==> src/hw/suc_regs.svh <==
// register offsets, field positions, reset values and table codes of the system control block
`ifndef SUC_REGS_SVH
`define SUC_REGS_SVH

// ==========================================================
// register offsets
`define SUC_ADDR_SYSTEM 12'h230
`define SUC_ADDR_UPDATE 12'h232
`define SUC_ADDR_SEG_FIRST 12'hA00
`define SUC_ADDR_SEG_LAST 12'hA16

// ==========================================================
// system register fields
`define SUC_BIT_ANTI_RUNT_DIS 3
`define SUC_BIT_ALIGN_PD 2
`define SUC_BIT_DIST_REF_PD 1
`define SUC_BIT_SOFT_ALIGN 0
`define SUC_SYSTEM_RESET 4'h0

// ==========================================================
// update register field
`define SUC_BIT_UPDATE 0

// ==========================================================
// segment table size and codes
`define SUC_SEG_ENTRIES 23
`define SUC_SEG_IDX_W 5
`define SUC_OP_LOAD 8'h80
`define SUC_OP_END 8'hFF
`define SUC_BIT_OPCODE 7
// power-up table, entry 0 in the lowest byte
`define SUC_SEG_RESET 184'hFF80_3002_03E0_0102_9001_0940_0104_F000_1010_001E_0000_04

`endif

==> src/hw/suc_pkg.sv <==
// types shared by the system control block
package suc_pkg;

   // ==========================================================
   // system control fields
   typedef struct packed {
      logic antiRuntDisable;
      logic alignPowerDown;
      logic distRefPowerDown;
      logic softAlign;
   } suc_sys_type;

   // ==========================================================
   // one copy request towards the eeprom engine
   typedef struct packed {
      logic [11:0] addr;
      logic [7:0] count;
   } suc_copy_type;

   // ==========================================================
   // table walker states
   typedef enum logic [4:0] {
      SUC_IDLE = 5'b00001,
      SUC_FETCH = 5'b00010,
      SUC_ADDR_HI = 5'b00100,
      SUC_ADDR_LO = 5'b01000,
      SUC_COPY = 5'b10000
   } suc_walk_type;

endpackage : suc_pkg

==> src/hw/suc_seg_table.sv <==
// eeprom buffer segment table storage with host and walker read ports
`include "suc_regs.svh"
module suc_seg_table #(
   parameter int ENTRIES = `SUC_SEG_ENTRIES
) (
   input wire logic clk,
   input wire logic reset,
   input wire logic writeEn,
   input wire logic [`SUC_SEG_IDX_W-1:0] writeIdx,
   input wire logic [7:0] writeData,
   input wire logic [`SUC_SEG_IDX_W-1:0] hostIdx,
   output logic [7:0] hostData,
   input wire logic [`SUC_SEG_IDX_W-1:0] walkIdx,
   output logic [7:0] walkData
);

   localparam logic [ENTRIES*8-1:0] DEFAULTS = `SUC_SEG_RESET;

   logic [7:0] mem [ENTRIES];
   logic [7:0] next_mem [ENTRIES];

   // ==========================================================
   // storage; reset restores the full-transfer table
   genvar gi;
   generate
      for (gi = 0; gi < ENTRIES; gi++) begin : gEntry
         always_comb begin
            next_mem[gi] = mem[gi];
            if (writeEn && (writeIdx == `SUC_SEG_IDX_W'(gi))) begin
               next_mem[gi] = writeData; // RULE_08
            end
         end
         always_ff @(posedge clk) begin
            if (reset) begin
               mem[gi] <= DEFAULTS[gi*8 +: 8]; // RULE_10
            end else begin
               mem[gi] <= next_mem[gi];
            end
         end
      end
   endgenerate

   // ==========================================================
   // read ports; out-of-range index reads as zero on the host port and as end code on the walker port
   always_comb begin
      hostData = 8'h00;
      walkData = `SUC_OP_END;
      if (int'(hostIdx) < ENTRIES) begin
         hostData = mem[hostIdx];
      end
      if (int'(walkIdx) < ENTRIES) begin
         walkData = mem[walkIdx];
      end
   end

endmodule : suc_seg_table

==> src/hw/suc_seg_walker.sv <==
// steps through the segment table issuing copy and load operations
`include "suc_regs.svh"
module suc_seg_walker #(
   parameter int ENTRIES = `SUC_SEG_ENTRIES
) (
   input wire logic clk,
   input wire logic reset,
   input wire logic start,
   input wire logic copyDone,
   input wire logic [7:0] entryData,
   output logic [`SUC_SEG_IDX_W-1:0] entryIdx,
   output suc_pkg::suc_copy_type copyReq,
   output logic copyValid,
   output logic loadReq,
   output logic busy
);

   suc_pkg::suc_walk_type state, next_state;
   logic [`SUC_SEG_IDX_W-1:0] next_entryIdx;
   suc_pkg::suc_copy_type next_copyReq;
   logic next_copyValid;
   logic next_loadReq;

   // ==========================================================
   // entries run in ascending order until the end code
   always_comb begin
      next_state = state;
      next_entryIdx = entryIdx;
      next_copyReq = copyReq;
      next_copyValid = copyValid;
      next_loadReq = 1'b0;
      case (state)
         suc_pkg::SUC_IDLE: begin
            if (start) begin
               next_entryIdx = '0;
               next_state = suc_pkg::SUC_FETCH;
            end
         end
         suc_pkg::SUC_FETCH: begin
            next_entryIdx = entryIdx + 1'b1; // RULE_11
            if (int'(entryIdx) >= ENTRIES || entryData == `SUC_OP_END) begin
               next_entryIdx = entryIdx;
               next_state = suc_pkg::SUC_IDLE; // RULE_11
            end else if (entryData == `SUC_OP_LOAD) begin
               next_loadReq = 1'b1; // RULE_09
            end else if (!entryData[`SUC_BIT_OPCODE] && entryData != 8'h00) begin
               next_copyReq.count = entryData; // RULE_08
               next_state = suc_pkg::SUC_ADDR_HI;
            end
         end
         suc_pkg::SUC_ADDR_HI: begin
            next_copyReq.addr[11:8] = entryData[3:0];
            next_entryIdx = entryIdx + 1'b1;
            next_state = suc_pkg::SUC_ADDR_LO;
         end
         suc_pkg::SUC_ADDR_LO: begin
            next_copyReq.addr[7:0] = entryData;
            next_entryIdx = entryIdx + 1'b1;
            next_copyValid = 1'b1;
            next_state = suc_pkg::SUC_COPY;
         end
         suc_pkg::SUC_COPY: begin
            if (copyDone) begin
               next_copyValid = 1'b0;
               next_state = suc_pkg::SUC_FETCH; // RULE_11
            end
         end
         default: begin
            next_state = suc_pkg::SUC_IDLE;
            next_copyValid = 1'b0;
         end
      endcase
   end

   always_ff @(posedge clk) begin
      if (reset) begin
         state <= suc_pkg::SUC_IDLE;
         entryIdx <= '0;
         copyReq <= '0;
         copyValid <= 1'b0;
         loadReq <= 1'b0;
         busy <= 1'b0;
      end else begin
         state <= next_state;
         entryIdx <= next_entryIdx;
         copyReq <= next_copyReq;
         copyValid <= next_copyValid;
         loadReq <= next_loadReq;
         busy <= (next_state != suc_pkg::SUC_IDLE);
      end
   end

endmodule : suc_seg_walker

==> src/hw/sync_update_segment_control.sv <==
// system control bits, update-all strobe and eeprom segment table of the clock distributor
//
// What this block does
// RULE_01: system bit 3 set disables anti-runt circuitry
// RULE_02: system bit 2 set powers down alignment
// RULE_03: system bit 1 set powers down distribution reference
// RULE_04: soft alignment bit high forces static outputs
// RULE_05: soft alignment falling edge triggers alignment event
// RULE_06: update write copies buffers on next serial edge
// RULE_07: update bit clears itself after the copy
// RULE_08: segment table holds 23 address/count registers
// RULE_09: table also holds load and end codes
// RULE_10: default table transfers everything then loads
// RULE_11: entries run ascending, stop at end code
`include "suc_regs.svh"
module sync_update_segment_control #(
   parameter int SEG_ENTRIES = `SUC_SEG_ENTRIES
) (
   input wire logic clk,
   input wire logic reset,
   input wire logic sclkRise,
   input wire logic regWrite,
   input wire logic [11:0] regAddr,
   input wire logic [7:0] regWrData,
   output logic [7:0] regRdData,
   input wire logic alignPin_n,
   input wire logic segStart,
   input wire logic segCopyDone,
   output suc_pkg::suc_copy_type segCopy,
   output logic segCopyValid,
   output logic segBusy,
   output logic updateStrobe,
   output logic antiRuntDisable,
   output logic alignPowerDown,
   output logic distRefPowerDown,
   output logic alignForce,
   output logic alignTrigger
);

   // ==========================================================
   // address decode
   logic hitSystem;
   logic hitUpdate;
   logic hitSeg;
   logic [`SUC_SEG_IDX_W-1:0] segIdx;
   logic [11:0] segOffset;

   always_comb begin
      hitSystem = (regAddr == `SUC_ADDR_SYSTEM);
      hitUpdate = (regAddr == `SUC_ADDR_UPDATE);
      hitSeg = (regAddr >= `SUC_ADDR_SEG_FIRST) && (regAddr <= `SUC_ADDR_SEG_LAST);
      segOffset = regAddr - `SUC_ADDR_SEG_FIRST;
      segIdx = segOffset[`SUC_SEG_IDX_W-1:0];
   end

   // ==========================================================
   // segment table and its walker
   logic [7:0] segHostData;
   logic [7:0] segWalkData;
   logic [`SUC_SEG_IDX_W-1:0] walkIdx;
   logic walkLoad;

   suc_seg_table #(
      .ENTRIES(SEG_ENTRIES)
   ) uTable (
      .clk(clk),
      .reset(reset),
      .writeEn(regWrite && hitSeg),
      .writeIdx(segIdx),
      .writeData(regWrData),
      .hostIdx(segIdx),
      .hostData(segHostData),
      .walkIdx(walkIdx),
      .walkData(segWalkData)
   );

   suc_seg_walker #(
      .ENTRIES(SEG_ENTRIES)
   ) uWalker (
      .clk(clk),
      .reset(reset),
      .start(segStart),
      .copyDone(segCopyDone),
      .entryData(segWalkData),
      .entryIdx(walkIdx),
      .copyReq(segCopy),
      .copyValid(segCopyValid),
      .loadReq(walkLoad),
      .busy(segBusy)
   );

   // ==========================================================
   // alignment pin synchroniser
   logic alignMeta_n;
   logic alignSync_n;

   always_ff @(posedge clk) begin
      if (reset) begin
         alignMeta_n <= 1'b1;
         alignSync_n <= 1'b1;
      end else begin
         alignMeta_n <= alignPin_n;
         alignSync_n <= alignMeta_n;
      end
   end

   // ==========================================================
   // system register: buffer side written by the host
   suc_pkg::suc_sys_type sysBuffer, next_sysBuffer;
   suc_pkg::suc_sys_type sysActive, next_sysActive;

   always_comb begin
      next_sysBuffer = sysBuffer;
      if (regWrite && hitSystem) begin
         next_sysBuffer.antiRuntDisable = regWrData[`SUC_BIT_ANTI_RUNT_DIS]; // RULE_01
         next_sysBuffer.alignPowerDown = regWrData[`SUC_BIT_ALIGN_PD]; // RULE_02
         next_sysBuffer.distRefPowerDown = regWrData[`SUC_BIT_DIST_REF_PD]; // RULE_03
         next_sysBuffer.softAlign = regWrData[`SUC_BIT_SOFT_ALIGN]; // RULE_04
      end
   end

   // ==========================================================
   // update strobe: pending until the next serial edge
   // a new request in the clearing cycle keeps the bit set, so no request is lost
   logic updatePending, next_updatePending;
   logic doUpdate;
   logic next_updateStrobe;

   always_comb begin
      doUpdate = updatePending && sclkRise; // RULE_06
      next_updatePending = updatePending;
      if (doUpdate) begin
         next_updatePending = 1'b0; // RULE_07
      end
      if ((regWrite && hitUpdate && regWrData[`SUC_BIT_UPDATE]) || walkLoad) begin
         next_updatePending = 1'b1; // RULE_06
      end
      next_updateStrobe = doUpdate;
      next_sysActive = sysActive;
      if (doUpdate) begin
         next_sysActive = sysBuffer; // RULE_06
      end
   end

   // ==========================================================
   // alignment control from pin and soft bit
   // powering down the alignment function masks both force and trigger
   // taken from the value being loaded, so force never overlaps the power-down output
   logic next_alignForce;
   logic next_alignTrigger;

   always_comb begin
      next_alignForce = (next_sysActive.softAlign || !alignSync_n) && !next_sysActive.alignPowerDown; // RULE_04
      next_alignTrigger = alignForce && !next_alignForce && !next_sysActive.alignPowerDown; // RULE_05
   end

   // ==========================================================
   // registered read data; unmapped addresses read zero
   logic [7:0] next_regRdData;

   always_comb begin
      next_regRdData = 8'h00;
      if (hitSystem) begin
         next_regRdData[3:0] = sysBuffer;
      end else if (hitUpdate) begin
         next_regRdData[`SUC_BIT_UPDATE] = updatePending;
      end else if (hitSeg) begin
         next_regRdData = segHostData;
      end
   end

   // ==========================================================
   // system register: buffer, active copy and control outputs
   always_ff @(posedge clk) begin
      if (reset) begin
         sysBuffer <= `SUC_SYSTEM_RESET;
         sysActive <= `SUC_SYSTEM_RESET;
         antiRuntDisable <= 1'b0;
         alignPowerDown <= 1'b0;
         distRefPowerDown <= 1'b0;
      end else begin
         sysBuffer <= next_sysBuffer;
         sysActive <= next_sysActive;
         antiRuntDisable <= next_sysActive.antiRuntDisable; // RULE_01
         alignPowerDown <= next_sysActive.alignPowerDown; // RULE_02
         distRefPowerDown <= next_sysActive.distRefPowerDown; // RULE_03
      end
   end

   // ==========================================================
   // update strobe registers
   always_ff @(posedge clk) begin
      if (reset) begin
         updatePending <= 1'b0;
         updateStrobe <= 1'b0;
      end else begin
         updatePending <= next_updatePending;
         updateStrobe <= next_updateStrobe;
      end
   end

   // ==========================================================
   // alignment registers
   always_ff @(posedge clk) begin
      if (reset) begin
         alignForce <= 1'b0;
         alignTrigger <= 1'b0;
      end else begin
         alignForce <= next_alignForce;
         alignTrigger <= next_alignTrigger;
      end
   end

   // ==========================================================
   // read data register
   always_ff @(posedge clk) begin
      if (reset) begin
         regRdData <= 8'h00;
      end else begin
         regRdData <= next_regRdData;
      end
   end

endmodule : sync_update_segment_control
==> config.mk <==
export PLATFORM = sky130hd
export DESIGN_NAME = sync_update_segment_control
export DESIGN_NICKNAME = d
export VERILOG_FILES = /design/src/hw/suc_pkg.sv /design/src/hw/suc_seg_table.sv /design/src/hw/suc_seg_walker.sv /design/src/hw/sync_update_segment_control.sv
export VERILOG_INCLUDE_DIRS = /design/src /design/src/hw
export SDC_FILE = /design/constraint.sdc
export NUM_CORES = 1
export LEC_CHECK = 0
export BUFFER_PORTS_ARGS = -buffer_cell sky130_fd_sc_hd__buf_2
export CAP_MARGIN = 5
export CORE_MARGIN = 2
export CORE_UTILIZATION = 45
export DETAILED_ROUTE_END_ITERATION = 10
export PLACE_DENSITY = 0.63
export SLEW_MARGIN = 20
export SYNTH_ARGS = -nofsm -noshare
export SYNTH_HDL_FRONTEND = slang
export SYNTH_HIERARCHICAL = 1
export SYNTH_SLANG_ARGS = --single-unit
==> constraint.sdc <==
create_clock -name clk -period 4.55 [get_ports clk]
set_input_delay 0.91 -clock clk [delete_from_list [all_inputs] [get_ports clk]]
set_output_delay 0.91 -clock clk [all_outputs]
set_load 0.02 [all_outputs]
# Word level (Yosys, flattened, before mapping)
# Memories as Yosys holds them, arrays and structs flattened. A register that Yosys moved wholly into a read port is not among the register bits.
# Index checks and enable logic that the tools add are counted.
# word_totals
regBits	55
ram_bits	184
inputBits	27
n_memories	1
# classes
add_sub_neg	2
order_cmp	5
n_eq_ne	58
n_mux	72
bitwise_logic	29
n_reduce_logical	74
# mem_list
name	words	word_bits	rd	rd_clocked_by_memory_dff	wr	line_no	rtl
uTable.mem	23	8	2	1	23	suc_seg_table.sv:19	logic [7:0] mem [ENTRIES];
# ops
operator	n
$mux 8	47
$reduce_and 2->1	24
$eq 5x4->1 const B	9
$mux 5	9
$eq 5x5->1 const B	8
$logic_and 1x1->1	33
$eq 5x3->1 const B	5
$pmux 5 s5	1
$eq 12x10->1 const B	2
$ne 1x1->1 const B	23
$or 1x1->1	23
$eq 8x8->1 const B	2
$eq 5x2->1 const B	3
$pmux 5 s3	1
$ge 12x12->1 const B	1
$le 12x12->1 const B	1
$mux 4	3
$eq 5x1->1 const B	2
$lt 5x5->1 const B	2
$mux 1	8
$reduce_bool 8->1	1
$mux 3	2
$ne 2x2->1 const B	3
$not 1->1	6
other kinds (15)	21

# Logic depth before layout (Yosys ltp)
# depth
word_depth	9
depth_mapped	13
depth_no_buf	9

# Cells and area by module
# The synthesis kept the hierarchy.
# modules_own_cells
module	instances	cells_per_inst	area_each_um2	seq_area_each_um2
suc_seg_table	1	781	10400.0	5525.3
suc_seg_walker	1	161	1490.2	660.6
sync_update_segment_control	1	81	843.3	440.4

# Least setup slack after synthesis
# Ideal clock, no wire load.
# synth_path
path_kind	input -> register
start	in regAddr[10]
end	mem uTable.mem[15][0], enable pin
setup_ns	0.384
arrival_time_ns	3.136
required_time_ns	4.166
slack_ns	1.030
path_stages	8
path_buffers	1
cell_sequence	or4b_4 nor2_1 and3_1 and2_1 nor2b_1 nand3_1 clkbuf_1 o21ai_0
# synth_rtl
element	line_no	rtl
from (decl)	sync_update_segment_control.sv:23	input wire logic [11:0] regAddr,
to (decl)	suc_seg_table.sv:19	

# Final worst setup path
# layout_path
start	reg uWalker.entryIdx[0]
end	reg uWalker/copyReq[6] (netlist bit)
# layout_via
elab_chain_cells	6
elab_cells_between_ends	12
classes_between	order compare: 2; eq/ne: 2; mux: 1; bitwise: 2; reduce/logical: 5
# layout_rtl
element	line_no	rtl
from (decl)	suc_seg_walker.sv:11	output logic [`SUC_SEG_IDX_W-1:0] entryIdx,
from (signal assigned)	suc_seg_walker.sv:85	entryIdx <= next_entryIdx;
$lt 5x5->1 *	suc_seg_table.sv:51	if (int'(walkIdx) < ENTRIES) begin
$mux 8 *	suc_seg_table.sv:51	
via segWalkData[2]	sync_update_segment_control.sv:59	logic [7:0] segWalkData;
$eq 8x8->1 (no line)	--	
$logic_or 1x1->1 (no line)	--	
$not 1->1 (no line)	--	
$reduce_and 4->1 (no line) *	--	
to (signal assigned)	suc_seg_walker.sv:86	copyReq <= next_copyReq;
to (decl)	suc_seg_walker.sv:12	output suc_pkg::suc_copy_type copyReq,
# The timed path passes the listed nets; every way through them passes the cells marked *.
# A chain may end at the register's enable or synchronous reset.

==> results.md <==
* Status: finished clean
* H-Tree Depth at 1
* Floorplan Core Area at 0.02786 mm2
* VDD IR-drop max at 0.2832 mV
* CTS buffer count at 26
* Tmin final at 3634 ps
* Initial antenna violation count at 0
* Post-synth EDFFs at 184
* Drt drc at 0
* Clock Sink Count at 239
* Initial DRT Pass Iterations at 5
* Total Wirelength at 33,470 um
* CP Capture Type: flip-flop
* Starting Density at between 40% and 50%
* # IOs at 63
* P&R area growth vs syn at 10.43%
* Worst path cell trace: buf_4, mux2i_1, o21ai_0, a211oi_1, nor3_1, nor3_1, a21oi_1, nor4b_2, buf_4, mux2i_1, nor2_1
* WL/cell at 23.00 um
* # diodes at 0
* RSZ-0062 raised after global routing: no
* PD cells at 359.0 mW/mm2
* Ys Warns at 6
* First-pass GRT wire length at 50,430 um
* Via density at between 5 and 6
* Synth async-reset ratio at 0%
* Vias in the first global route at ~8,000
* Max Fanout on Critical Path at 35
* Post-Syn Area at 0.01273 mm2
* Die width at 172.2 um
* Multi-input logic area at 0.005623 mm2
* Reg2reg setup slack at 920 ps
* Tot GR Track Use at 22.93%
* Fin Clk Skew at roughly 28 ps
* Setup violators final at 0
* Sequential-to-total area share from yosys stat at 52.04%
* Worst Path Arrival at between 4000 and 5000 ps
* Clock Path Buffers at 3
* Leak at 5.030 nW
* Die span in y at around 170 um
* Number of core rows at 61
* Register bit count reported by yosys at roughly 240
* Most instantiated cells after synthesis: edfxtp_1, and2_1, mux2i_1
* Post-place instance area at around 0.013 mm2
* # hold bufs at CTS at 0
* Hold Path Class: flip-flop to flip-flop
* Worst hold margin at 419.9 ps
* Post-route cell area at 0.01406 mm2
* CTS tree: done
* Critical path class: flip-flop to flip-flop
* Syn Inst Count at 1,023
* Nets at 1,086
* FMAX at roughly 0.28 GHz
* CP startpoint kind: flip-flop
* DR iter-0 viols at 828
* Max_cap viols at 0
* Tot Pwr at 5.047 mW
* Final hold viol count at 0
* Final setup TNS at 0 ps
* Max_slew headroom at 33.06%
* Remaining global-route overflow at 0
* Synth top area cells: edfxtp_1, mux4_2, dfxtp_1
* Clk slew on worst S/H paths at 60 ps
* Final ANT Viol Nets at 0
* Fin crit share at 79.88%
* Mapped Nets at around 1,100
* Crit-path slowest cell: nor3_1
* Worst-Margin Slew at 996.4 ps
* IO Port Bufs at 62
* Root Driver: clkbuf_16
* Clk_lat worst skew at 540 ps
* Top cell type's share of synthesized area at 43.39%
* Fraction of layout cells with a size suffix above 1 at 19.31%
* Biggest area consumer among synthesized cells: edfxtp_1
* Max stage delay on crit path at around 870 ps
* Final slew viol count at 0
* Via count at between 8,000 and 9,000
* Largest net degree at the start of global routing at 64
* Post-cts resize count at 0
* Postcts setup bufs at 0
* Most common cell in the synthesized netlist: edfxtp_1
* Mean cell area of the mapped netlist at 12.45 um2
* Synth cell types at 69
* CP required at around 4900 ps
* Post-DP HPWL at 22,840 um
* Die ar. at 0.02966 mm2
* Filler cell count at 2,462
* Prevailing post-synth register cell: edfxtp_1
* Reg area at around 0.0066 mm2
* Routability Congestion at 0.8733
flip-flops by register name (all words and copies together) (netlist names):
signal and flops:
uWalker/state 5, uTable/mem 184, sysActive 4, updateStrobe 1
alignMeta_n 1, uWalker/entryIdx 5, uWalker/copyValid 1, regRdData 8
sysBuffer 4, alignTrigger 1, uWalker/busy 1, alignForce 1
uWalker/loadReq 1, uWalker/copyReq 20, updatePending 1, alignSync_n 1
critical path: cells and delay by family, from the launching register on:
family,cells,cell delay [ps]
compound gates,3,580
simple gates,4,1280
buf+inv,2,550
flops,1,770
mux,2,320
metal layers:
metal / track usage (%) / part of all wire, % / up-vias
li1: - / - / 3918
met2: 37.56 / 48 / 275
met3: 3.754 / 6.4 / 57
met5: 0 / 0 / -
met1: 31.73 / 43 / 4245
met4: 6.540 / 2.5 / 0
power breakdown:
group / switching [mW] / internal (mW)
sequential: 0.0737 / 2.44
combinational: 0.295 / 0.221
clock: 0.847 / 1.17
cells in the final DEF, fill, tap and decap left out, types with 4 or more instances in the layout:
cell type,netlist,routed
dfxtp_1,55,53
and2_1,154,154
nor4_1,5,5
nand4_1,4,4
clkinv_2,0,6
o22ai_1,15,15
o32ai_2,4,4
buf_2,8,60
clkbuf_1,38,5
nand2b_1,10,10
nand3_1,11,11
a211oi_1,25,25
o31ai_1,9,9
or3_1,36,36
mux4_2,50,50
mux4_1,10,10
clkbuf_4,0,4
mux4_4,5,5
a21oi_1,13,13
o21ai_0,35,35
nand2_1,65,65
clkbuf_16,0,28
nor2b_1,23,23
inv_1,9,9
nor3_1,21,21
buf_4,9,22
mux2i_1,72,72
mux2_2,8,8
edfxtp_1,184,184
nor2_1,63,63
or2_2,5,5
logic make-up after synthesis:
logic type	share of synthesized area, %
muxes	18.26
DFF	52.04
and+or+nand+nor	18.72
adders and majority gates	0.09825
buffers and inverters	3.852
AOI/OAI and AO/OA	6.898
xor gates and xnor gates	0.1376
stage by stage:
step | cells | setup slack [ps] | utilization, %
final | 1455 | 915.7 | 50.47
after global routing | 1455 | 598.8 | 50.47
after CTS | 1455 | 875.6 | 50.47
after detailed placement | 1408 | 674.9 | 47.55
after global placement | 1408 | 733.3 | 47.55
after floorplan | 1023 | 1030 | -
worst paths after layout:
kind | endpoint | start | cells after the start
setup reg to reg | uWalker/copyReq[6] | uWalker/entryIdx[0] | 11
hold / removal | alignSync_n | alignMeta_n | 1
setup / recovery | uWalker/copyReq[6] | uWalker/entryIdx[0] | 11
hold reg to reg | alignSync_n | alignMeta_n | 1
area by class of cell:
class	count	share of cell area (%)
Sequential cell	239	47.16
Multi-Input combinational cell	699	39.99
Clock buffer	39	5.526
Timing Repair Buffer	83	3.453
Tap cell	378	3.364
Clock inverter	8	0.2670
Inverter	9	0.2403
Note: power is estimated with default switching activity, not from simulation.
